### src/rtl/fhd_consts.vh
// Constants of the fixed-head disk transfer sequencer: register offsets,
// field positions, reset values, codes and timing figures.
// Assumes inclusion by bare name from the design files under rtl/.
`ifndef FHD_CONSTS_VH
`define FHD_CONSTS_VH

// ----------------------------------------------------------------
// Register byte offsets on the APB
// ----------------------------------------------------------------
`define FHD_OFF_CTRL    8'h00
`define FHD_OFF_WCNT    8'h04
`define FHD_OFF_CPTR    8'h08
`define FHD_OFF_DWTP    8'h0C
`define FHD_OFF_DSP     8'h10
`define FHD_OFF_ANGPOS  8'h14
`define FHD_OFF_STAT    8'h18
`define FHD_OFF_MASK    8'h1C

// ----------------------------------------------------------------
// Control register fields
// ----------------------------------------------------------------
`define FHD_CTRL_FUNC_LO 0
`define FHD_CTRL_RATE_LO 2
`define FHD_CTRL_GO      4
`define FHD_CTRL_BUSY    31

// Functions
`define FHD_FN_READ     2'h1
`define FHD_FN_WRITE    2'h2
`define FHD_FN_WCHK     2'h3

// Transfer rates
`define FHD_RATE_HIGH   2'h0
`define FHD_RATE_MED    2'h1
`define FHD_RATE_LOW    2'h2

// ----------------------------------------------------------------
// Status and mask bits
// ----------------------------------------------------------------
`define FHD_ST_DONE     0
`define FHD_ST_NED      1
`define FHD_ST_PAR      2
`define FHD_ST_WCE      3
`define FHD_ST_W        4

// ----------------------------------------------------------------
// Geometry, reset values and timing
// ----------------------------------------------------------------
`define FHD_WORD_W      18
`define FHD_POS_W       11
`define FHD_NUM_DISKS   8
`define FHD_RST_CTRL    5'h00
`define FHD_RST_MASK    4'h0
`define FHD_CLK_MHZ     40
`define FHD_SWITCH_US   200
`define FHD_PER_HIGH_US 16
`define FHD_PER_MED_US  32
`define FHD_PER_LOW_US  64

`endif

### src/rtl/fhd_parity.v
// Lateral parity generator for one disk word (odd parity).
// Assumes a purely combinational use by the sequencer.
`timescale 1ns/100ps
`default_nettype none

module fhd_parity #(
    parameter W = 18
) (
    input  wire [W-1:0] word,
    output wire         par
);
    // Parity bit makes the total count of ones odd
    assign par = ~(^word);
endmodule // fhd_parity

`default_nettype wire

### src/rtl/fhd_xfer_seq.v
// Transfer sequencer of a fixed-head disk controller with APB registers.
// Assumes disk timing pins asynchronous to pclk; data channel on pclk.
`timescale 1ns/100ps
`default_nettype none
`include "fhd_consts.vh"

module fhd_xfer_seq #(
    parameter NUM_DISKS  = `FHD_NUM_DISKS,
    parameter SWITCH_CYC = `FHD_SWITCH_US * `FHD_CLK_MHZ
) (
    input  wire        pclk,
    input  wire        presetn,
    input  wire        ce,
    input  wire        psel,
    input  wire        penable,
    input  wire        pwrite,
    input  wire [7:0]  paddr,
    input  wire [31:0] pwdata,
    output reg  [31:0] prdata,
    output reg         pready,
    output reg         pslverr,
    output reg         irq,
    input  wire        slot_in,
    input  wire        index_in,
    input  wire [7:0]  present_in,
    input  wire [17:0] rd_data_in,
    input  wire        rd_par_in,
    output reg  [17:0] wr_data,
    output reg         wr_par,
    output reg         wr_en,
    output reg  [2:0]  disk_sel,
    output reg  [6:0]  track_sel,
    output reg         dch_req,
    output reg         dch_dir,
    output reg  [17:0] dch_addr,
    output reg  [17:0] dch_wdata,
    input  wire [17:0] dch_rdata,
    input  wire        dch_ack
);
    // ----------------------------------------------------------------
    // States
    // ----------------------------------------------------------------
    localparam [2:0] ST_IDLE  = 3'h0;
    localparam [2:0] ST_FETCH = 3'h1;
    localparam [2:0] ST_WAIT  = 3'h2;
    localparam [2:0] ST_STORE = 3'h3;
    localparam [2:0] ST_ADV   = 3'h4;
    localparam [13:0] SW_CNT  = SWITCH_CYC[13:0];

    // Rate-adjusted word position from the raw slot number
    function [10:0] adj_pos;
        input [10:0] pos;
        input [1:0]  rate;
        begin
            case (rate)
                `FHD_RATE_MED: adj_pos = {pos[0], pos[10:1]};
                `FHD_RATE_LOW: adj_pos = {pos[1:0], pos[10:2]};
                default:       adj_pos = pos;
            endcase
        end
    endfunction

    // ----------------------------------------------------------------
    // Pin synchronisers
    // ----------------------------------------------------------------
    reg [29:0] sy1_r;
    reg [29:0] sy2_r;
    reg        slot_d_r;
    reg        index_d_r;
    wire       slot_s    = sy2_r[0];
    wire       index_s   = sy2_r[1];
    wire [7:0] present_s = sy2_r[9:2];
    wire [17:0] rdat_s   = sy2_r[27:10];
    wire       rpar_s    = sy2_r[28];
    wire       slot_evt  = slot_s & ~slot_d_r;
    wire       index_evt = index_s & ~index_d_r;

    // Two flops on every pin, then edge history on the second
    always @(posedge pclk or negedge presetn) begin
        if (!presetn) begin
            sy1_r     <= 30'h0;
            sy2_r     <= 30'h0;
            slot_d_r  <= 1'b0;
            index_d_r <= 1'b0;
        end else if (ce) begin
            sy1_r     <= {1'b0, rd_par_in, rd_data_in, present_in, index_in, slot_in};
            sy2_r     <= sy1_r;
            slot_d_r  <= slot_s;
            index_d_r <= index_s;
        end
    end

    // ----------------------------------------------------------------
    // Registers and sequencer state
    // ----------------------------------------------------------------
    reg [10:0] angpos_r;    // angular_position_register
    reg        pos_ok_r;    // Position known for the selected disk
    reg [1:0]  func_r;
    reg [1:0]  rate_r;
    reg [17:0] wcnt_r;      // transfer_word_counter, two's complement
    reg [17:0] cptr_r;      // core_transfer_pointer
    reg [17:0] dwtp_r;      // disk_word_track_pointer
    reg [2:0]  dsp_r;       // disk_select_pointer
    reg [3:0]  stat_r;
    reg [3:0]  mask_r;
    reg [3:0]  ev_r;        // One-cycle status events
    reg [2:0]  st_r;
    reg [13:0] sw_r;        // Head switch settle counter
    reg [17:0] buf_r;

    wire        acc     = psel & penable & pready;
    wire        wr_acc  = acc & pwrite;
    wire        busy    = (st_r != ST_IDLE);
    wire [10:0] adj     = adj_pos(index_evt ? 11'h0 : angpos_r + 11'h1, rate_r); // Arriving slot
    wire [17:0] cnt_inc = wcnt_r + 18'h1;
    wire [18:0] ptr_inc = {1'b0, dwtp_r} + 19'h1;
    wire [2:0]  dsp_inc = dsp_r + 3'h1;
    wire        par_rd;
    wire        par_wr;
    wire        hit;

    fhd_parity #(.W(`FHD_WORD_W)) u_par_rd (
        .word (rdat_s),
        .par  (par_rd)
    );
    fhd_parity #(.W(`FHD_WORD_W)) u_par_wr (
        .word (buf_r),
        .par  (par_wr)
    );

    // Slot match: known position, heads settled, adjusted address equal
    assign hit = slot_evt & pos_ok_r & (sw_r == 14'h0) & (adj == dwtp_r[10:0]);

    // slot counter, 2048 slots wrap at index
    always @(posedge pclk or negedge presetn) begin
        if (!presetn) begin
            angpos_r <= 11'h0;
        end else if (ce) begin
            if (index_evt)
                angpos_r <= 11'h0;
            else if (slot_evt)
                angpos_r <= angpos_r + 11'h1;
        end
    end

    // Main sequencer and software-writable registers
    always @(posedge pclk or negedge presetn) begin
        if (!presetn) begin
            func_r    <= 2'h0;
            rate_r    <= 2'h0;
            wcnt_r    <= 18'h0;
            cptr_r    <= 18'h0;
            dwtp_r    <= 18'h0;
            dsp_r     <= 3'h0;
            mask_r    <= `FHD_RST_MASK;
            ev_r      <= 4'h0;
            st_r      <= ST_IDLE;
            sw_r      <= 14'h0;
            buf_r     <= 18'h0;
            pos_ok_r  <= 1'b0;
            wr_data   <= 18'h0;
            wr_par    <= 1'b0;
            wr_en     <= 1'b0;
            dch_req   <= 1'b0;
            dch_dir   <= 1'b0;
            dch_wdata <= 18'h0;
        end else if (ce) begin
            ev_r  <= 4'h0;
            wr_en <= 1'b0;
            if (sw_r != 14'h0)
                sw_r <= sw_r - 14'h1;
            if (index_evt)
                pos_ok_r <= 1'b1;
            if (wr_acc && paddr == `FHD_OFF_MASK)
                mask_r <= pwdata[3:0];
            case (st_r)
                ST_IDLE: begin
                    if (wr_acc) begin
                        case (paddr)
                            `FHD_OFF_WCNT: wcnt_r <= pwdata[17:0];
                            `FHD_OFF_CPTR: cptr_r <= pwdata[17:0];
                            `FHD_OFF_DWTP: dwtp_r <= pwdata[17:0];
                            `FHD_OFF_DSP:  dsp_r  <= pwdata[2:0];
                            default:       ;
                        endcase
                    end
                    if (wr_acc && paddr == `FHD_OFF_CTRL) begin
                        // rate field selects 16, 32 or 64 us words
                        func_r <= pwdata[`FHD_CTRL_FUNC_LO +: 2];
                        rate_r <= pwdata[`FHD_CTRL_RATE_LO +: 2];
                        if (pwdata[`FHD_CTRL_GO]
                                && pwdata[`FHD_CTRL_FUNC_LO +: 2] != 2'h0) begin
                            // start on a missing disk fails
                            if (!present_s[dsp_r] || {1'b0, dsp_r} >= NUM_DISKS) begin
                                ev_r[`FHD_ST_NED] <= 1'b1;
                            end else begin
                                sw_r     <= SW_CNT;
                                // phase must be read from this disk
                                pos_ok_r <= 1'b0;
                                if (pwdata[`FHD_CTRL_FUNC_LO +: 2] == `FHD_FN_READ)
                                    st_r <= ST_WAIT;
                                else
                                    st_r <= ST_FETCH;
                            end
                        end
                    end
                end
                ST_FETCH: begin
                    // Core word for write or write check
                    dch_req <= 1'b1;
                    dch_dir <= 1'b0;
                    if (dch_req && dch_ack) begin
                        dch_req <= 1'b0;
                        buf_r   <= dch_rdata;
                        st_r    <= ST_WAIT;
                    end
                end
                ST_WAIT: begin
                    if (hit) begin
                        case (func_r)
                            `FHD_FN_WRITE: begin
                                wr_data <= buf_r;
                                wr_par  <= par_wr;
                                wr_en   <= 1'b1;
                                st_r    <= ST_ADV;
                            end
                            `FHD_FN_WCHK: begin
                                if (rpar_s != par_rd) begin
                                    ev_r[`FHD_ST_PAR] <= 1'b1;
                                    st_r <= ST_IDLE;
                                end else if (rdat_s != buf_r) begin
                                    ev_r[`FHD_ST_WCE] <= 1'b1;
                                    st_r <= ST_IDLE;
                                end else begin
                                    st_r <= ST_ADV;
                                end
                            end
                            default: begin
                                if (rpar_s != par_rd) begin
                                    ev_r[`FHD_ST_PAR] <= 1'b1;
                                    st_r <= ST_IDLE;
                                end else begin
                                    dch_wdata <= rdat_s;
                                    dch_dir   <= 1'b1;
                                    dch_req   <= 1'b1;
                                    st_r      <= ST_STORE;
                                end
                            end
                        endcase
                    end
                end
                ST_STORE: begin
                    if (dch_ack) begin
                        dch_req <= 1'b0;
                        st_r    <= ST_ADV;
                    end
                end
                ST_ADV: begin
                    wcnt_r <= cnt_inc;
                    cptr_r <= cptr_r + 18'h1;
                    dwtp_r <= ptr_inc[17:0];
                    if (cnt_inc == 18'h0) begin
                        ev_r[`FHD_ST_DONE] <= 1'b1;
                        st_r <= ST_IDLE;
                    end else if (ptr_inc[18]) begin
                        // no wrap past the last disk
                        if ({1'b0, dsp_r} >= NUM_DISKS - 1 || !present_s[dsp_inc]) begin
                            ev_r[`FHD_ST_NED] <= 1'b1;
                            st_r <= ST_IDLE;
                        end else begin
                            dsp_r    <= dsp_inc;
                            pos_ok_r <= 1'b0;
                            sw_r     <= SW_CNT;
                            st_r     <= (func_r == `FHD_FN_READ) ? ST_WAIT : ST_FETCH;
                        end
                    end else begin
                        if (ptr_inc[11] != dwtp_r[11])
                            sw_r <= SW_CNT;
                        st_r <= (func_r == `FHD_FN_READ) ? ST_WAIT : ST_FETCH;
                    end
                end
                default: st_r <= ST_IDLE;
            endcase
        end
    end

    // Head selection follows the pointers
    always @(posedge pclk or negedge presetn) begin
        if (!presetn) begin
            disk_sel  <= 3'h0;
            track_sel <= 7'h0;
            dch_addr  <= 18'h0;
        end else if (ce) begin
            disk_sel  <= dsp_r;
            track_sel <= dwtp_r[17:11];
            dch_addr  <= cptr_r;
        end
    end

    // Sticky status, write one to clear, set wins
    always @(posedge pclk or negedge presetn) begin
        if (!presetn) begin
            stat_r <= 4'h0;
            irq    <= 1'b0;
        end else if (ce) begin
            if (wr_acc && paddr == `FHD_OFF_STAT)
                stat_r <= (stat_r & ~pwdata[3:0]) | ev_r;
            else
                stat_r <= stat_r | ev_r;
            irq <= |(stat_r & mask_r);
        end
    end

    // APB slave: ready one cycle into the access phase
    always @(posedge pclk or negedge presetn) begin
        if (!presetn) begin
            pready  <= 1'b0;
            pslverr <= 1'b0;
            prdata  <= 32'h0;
        end else if (ce) begin
            if (psel && penable && !pready) begin
                pready  <= 1'b1;
                pslverr <= (paddr > `FHD_OFF_MASK) || (paddr[1:0] != 2'h0);
                case (paddr)
                    `FHD_OFF_CTRL: prdata <= {busy, 25'h0, 2'h0, rate_r, func_r};
                    `FHD_OFF_WCNT: prdata <= {14'h0, wcnt_r};
                    `FHD_OFF_CPTR: prdata <= {14'h0, cptr_r};
                    `FHD_OFF_DWTP: prdata <= {14'h0, dwtp_r};
                    `FHD_OFF_DSP:  prdata <= {29'h0, dsp_r};
                    // raw slot number, never rate adjusted
                    `FHD_OFF_ANGPOS: prdata <= {21'h0, angpos_r};
                    `FHD_OFF_STAT: prdata <= {28'h0, stat_r};
                    `FHD_OFF_MASK: prdata <= {28'h0, mask_r};
                    default:       prdata <= 32'h0;
                endcase
            end else begin
                pready  <= 1'b0;
                pslverr <= 1'b0;
            end
        end
    end
endmodule // fhd_xfer_seq

`default_nettype wire

### config.mk
export PLATFORM = sky130hd
export DESIGN_NAME = fhd_xfer_seq
export DESIGN_NICKNAME = d
export VERILOG_FILES = /design/src/rtl/fhd_parity.v /design/src/rtl/fhd_xfer_seq.v
export VERILOG_INCLUDE_DIRS = /design/src /design/src/rtl
export SDC_FILE = /design/constraint.sdc
export NUM_CORES = 1
export LEC_CHECK = 0
export BUFFER_PORTS_ARGS = -buffer_cell sky130_fd_sc_hd__buf_2
export CAP_MARGIN = 20
export CORE_MARGIN = 2
export CORE_UTILIZATION = 53
export CTS_CLUSTER_SIZE = 20
export DETAILED_ROUTE_END_ITERATION = 12
export PLACE_DENSITY = 0.77
export SYNTH_ARGS = -nofsm -noshare
export SYNTH_HDL_FRONTEND = slang
export SYNTH_HIERARCHICAL = 1
export SYNTH_SLANG_ARGS = --single-unit
### constraint.sdc
create_clock -name pclk -period 3.45 [get_ports pclk]
set_clock_uncertainty 0.05 [all_clocks]
set_input_delay 0.1725 -clock pclk [delete_from_list [all_inputs] [get_ports pclk]]
set_output_delay 0.1725 -clock pclk [all_outputs]
set_load 0.01 [all_outputs]
==> impl_metrics.ini <==
[outcome]
status = complete, no violations

[floorplanning]
start_util_pct = 53.4
dieWidth_um = 168
io_pins = 197
die-area_sq_um = 28300
rows = 60
coreArea_sq_um = 26700
die_h_um = 168

[synth]
ys_async_sr_fraction_pct = 100
ys.flop_type = dfrtp_1
synth_cell_types = 79
syn_area_sq_um = 14300
yosys_warnings = 6
synth_edf_count = 0
synth_cells = 1375
synth.avg_cell_area_sq_um = 10.4
synth-seq-cells = 270
ys_seq_area_share_pct = 47.3

[cells_and_area]
nFillCells = 2017
final_core_util_pct = 64.9
area_growth_pct = 21.5
multiInputGateArea_sq_um = 7060
layout_commonest_cell = dfrtp_1
fin_nets = 1708
diodes = 0
seq_area_sq_um = 6760
layout-drive-gt1-share_pct = 28.1
most-common-layout-cells = dfrtp_1 (270), buf_2 (167), mux2_2 (148), nand2_1 (117), o21ai_0 (102)

[clock_network]
cts_root_buffer = clkbuf_16
h-tree-depth = 1
cts_made_buffers = 29
clockBufferDepth = 3
clock_sinks = 270
clkTransAtPathRegs_ns = 0.07
clk_latency_ns = 0.56
cts_tree = done

[power]
clkPwrFrac_pct = 36.8
ir_drop_mv = 0.476
leakage_nw = 7.89
power_w = 0.00921
power.internal_w = 0.00650
combPwrFrac_pct = 19.6
p_seq_share_pct = 43.6
p_sw_w = 0.00270
p_per_area_nw_per_um2 = 531
swShare_pct = 29.4

[job]
cap_viol_max_count = 0

[sta]
max_freq_ghz = 0.301
setup_violations = 0
final.period_utilization_pct = 96.4
slew_headroom_pct = 26.4
maxSlewViolCount = 0
rsz0062_at_grt = no
period_needed_ns = 3.33
tightest_slew_ns = 1.10
hold_viol = 0
fin_setup_tns_ns = 0

[critical_path]
crit_path_end_kind = register
cp.arrival_ns = 3.70
critPathKind = register to register
r2r_cells = 12
crit_required_ns = 3.83
crit_path_start_kind = register
path_max_fanout = 18

[global_routing]
grt_pass1_vias = 12000
grt_pass1_wl_um = 65700
antenna_found_initial = 0
grt-ovfl-total = 0
grt_max_degree = 88
grt_usage_pct = 29.2

[routing]
drt-initial-drc-count = 1192
first_pass_iters = 5
antenna_left = 0
post_drt_via_cell_ratio = 6.14
drt-total-wl_um = 41400
wl_per_cell_um = 21.0
drc = 0
vias = 12100

[hold_path]
hold_depth = 4
hold_path.class = input pin to register

[place]
gp_congestion = 0.925
numPortBuffers = 169
hpwl_um = 28200
[stage by stage]
step	hold slack (ns)	cell area (sq um)	setup slack [ns]	instances
after floorplan	-0.173	14300	0.0248	1387
after global placement	0.162	15600	0.166	1847
after detailed placement	0.161	15600	0.111	1847
after CTS	0.0136	17300	0.0775	1968
after global routing	0.0589	17300	0.0125	1969
final	0.0535	17300	0.124	1969
[critical path, stage by stage (launching register included)]
cell and delay [ns]:
dfrtp_1 0.45, xnor2_1 0.33, xnor2_2 0.17, xnor3_1 0.34, xnor2_1 0.15, xor2_1 0.20
nor2_2 0.18, nand2_1 0.12, a211o_1 0.33, nand2b_1 0.19, nor2_2 0.14, buf_12 0.18
mux2_2 0.36
[kinds of logic (layout without fill, tap and decap cells)]
group | count (synthesis) | after routing | share of synthesized area (%)
AND/OR/NAND/NOR | 387 | 387 | 13.5
AO/OA/AOI/OAI | 336 | 336 | 14.7
flip-flops | 270 | 270 | 47.3
multiplexers | 182 | 182 | 15.3
buffers and inverters | 120 | 361 | 3.68
XOR/XNOR | 70 | 70 | 4.59
adder cells (fa/ha/maj) | 9 | 9 | 0.789
other | 1 | 13 | 0.0263
[power by group through the flow]
stage | registers (W) | logic (W) | clock network, W
finish | 0.00401 | 0.00181 | 0.00339
global route | 0.00405 | 0.00198 | 0.00355
CTS | 0.00399 | 0.00178 | 0.00342
detailed placement | 0.00404 | 0.00170 | 0
global placement | 0.00402 | 0.00165 | 0
floorplan | 0.00390 | 0.00122 | 0
[path summary, 6_finish.rpt]
| check | startpoint | to | slack [ns] |
|---|---|---|---|
| setup / recovery | sy2_r[18]$_DFFE_PN0P_ | buf_r[15]$_DFFE_PN0P_ | 0.12 |
| hold / removal | pwdata[15] | cptr_r[15]$_DFFE_PN0P_ | 0.05 |
| setup reg to reg | sy2_r[18]$_DFFE_PN0P_ | buf_r[15]$_DFFE_PN0P_ | 0.12 |
| hold reg to reg | prdata[12]$_DFFE_PN0P_ | prdata[12]$_DFFE_PN0P_ | 0.42 |
| max in group asynchronous | presetn | angpos_r[4]$_DFFE_PN0P_ | 2.25 |
| min in group asynchronous | presetn | wcnt_r[12]$_DFFE_PN0P_ | 0.12 |
[cells in the mapped netlist (all sizes together), types with 3 or more instances]
library cell    n  area, sq um
nor2           91          342
a22o            6         52.6
nor2b           6         37.5
mux2i          14          140
nand2         117          439
ha              9          113
xor2           14          123
nor4           16          130
or2             4         25.0
mux4           11          248
mux2          157         1800
a22oi          19          143
dfrtp         270         6760
buf            26          173
o21a            7         52.6
nand3          38          200
o211ai          4         30.0
o21bai          3         22.5
nand2b          6         37.5
o22a           23          201
or3             5         31.3
o31a            5         43.8
clkbuf         69          259
nand4          25          171
o21ai         105          526
xnor2          54          488
a41oi           6         52.6
and2           18          113
and3           10         62.6
o22ai          17          106
a211oi          3         27.5
o31ai           8         65.1
and4           11         96.3
inv            24         90.1
a31oi          24          150
nor3           25          125
or4             6         45.0
a21oi          83          415
[sequential cells by signal (all words and copies together) (netlist names), 7 cells and up]
register / count
dwtp_r: 18
dch_addr: 18
sw_r: 14
wr_data: 18
sy1_r: 29
track_sel: 7
dch_wdata: 18
buf_r: 18
sy2_r: 29
angpos_r: 11
wcnt_r: 18
cptr_r: 18
prdata: 19
[area by class of cell]
class / count / area share, %
clock inverters: 20 / 1.60
clock buffers: 34 / 4.41
multi-input cells: 997 / 40.8
inverters: 25 / 0.541
well taps: 341 / 2.46
flip-flops and latches: 270 / 39.0
repair buffers: 282 / 11.2
[layer usage]
layer / GRT usage (%) / part of all wire [%] / vias to the layer above
li1: - / - / 5469
met1: 38.2 / 40 / 5927
met2: 48.3 / 48 / 597
met3: 6.68 / 9.2 / 105
met4: 10.2 / 3.2 / 0
met5: 0 / 0 / -
[what timing repair did]
action | CTS | global route
resized for setup | 0 | 4
buffers inserted | 0 | 1
hold buffers | 67 | 0
endpoints found under the setup margin | 0 | 56
endpoints found under the hold margin | 167 | 0
No activity file was read; power rests on OpenSTA's default activity.
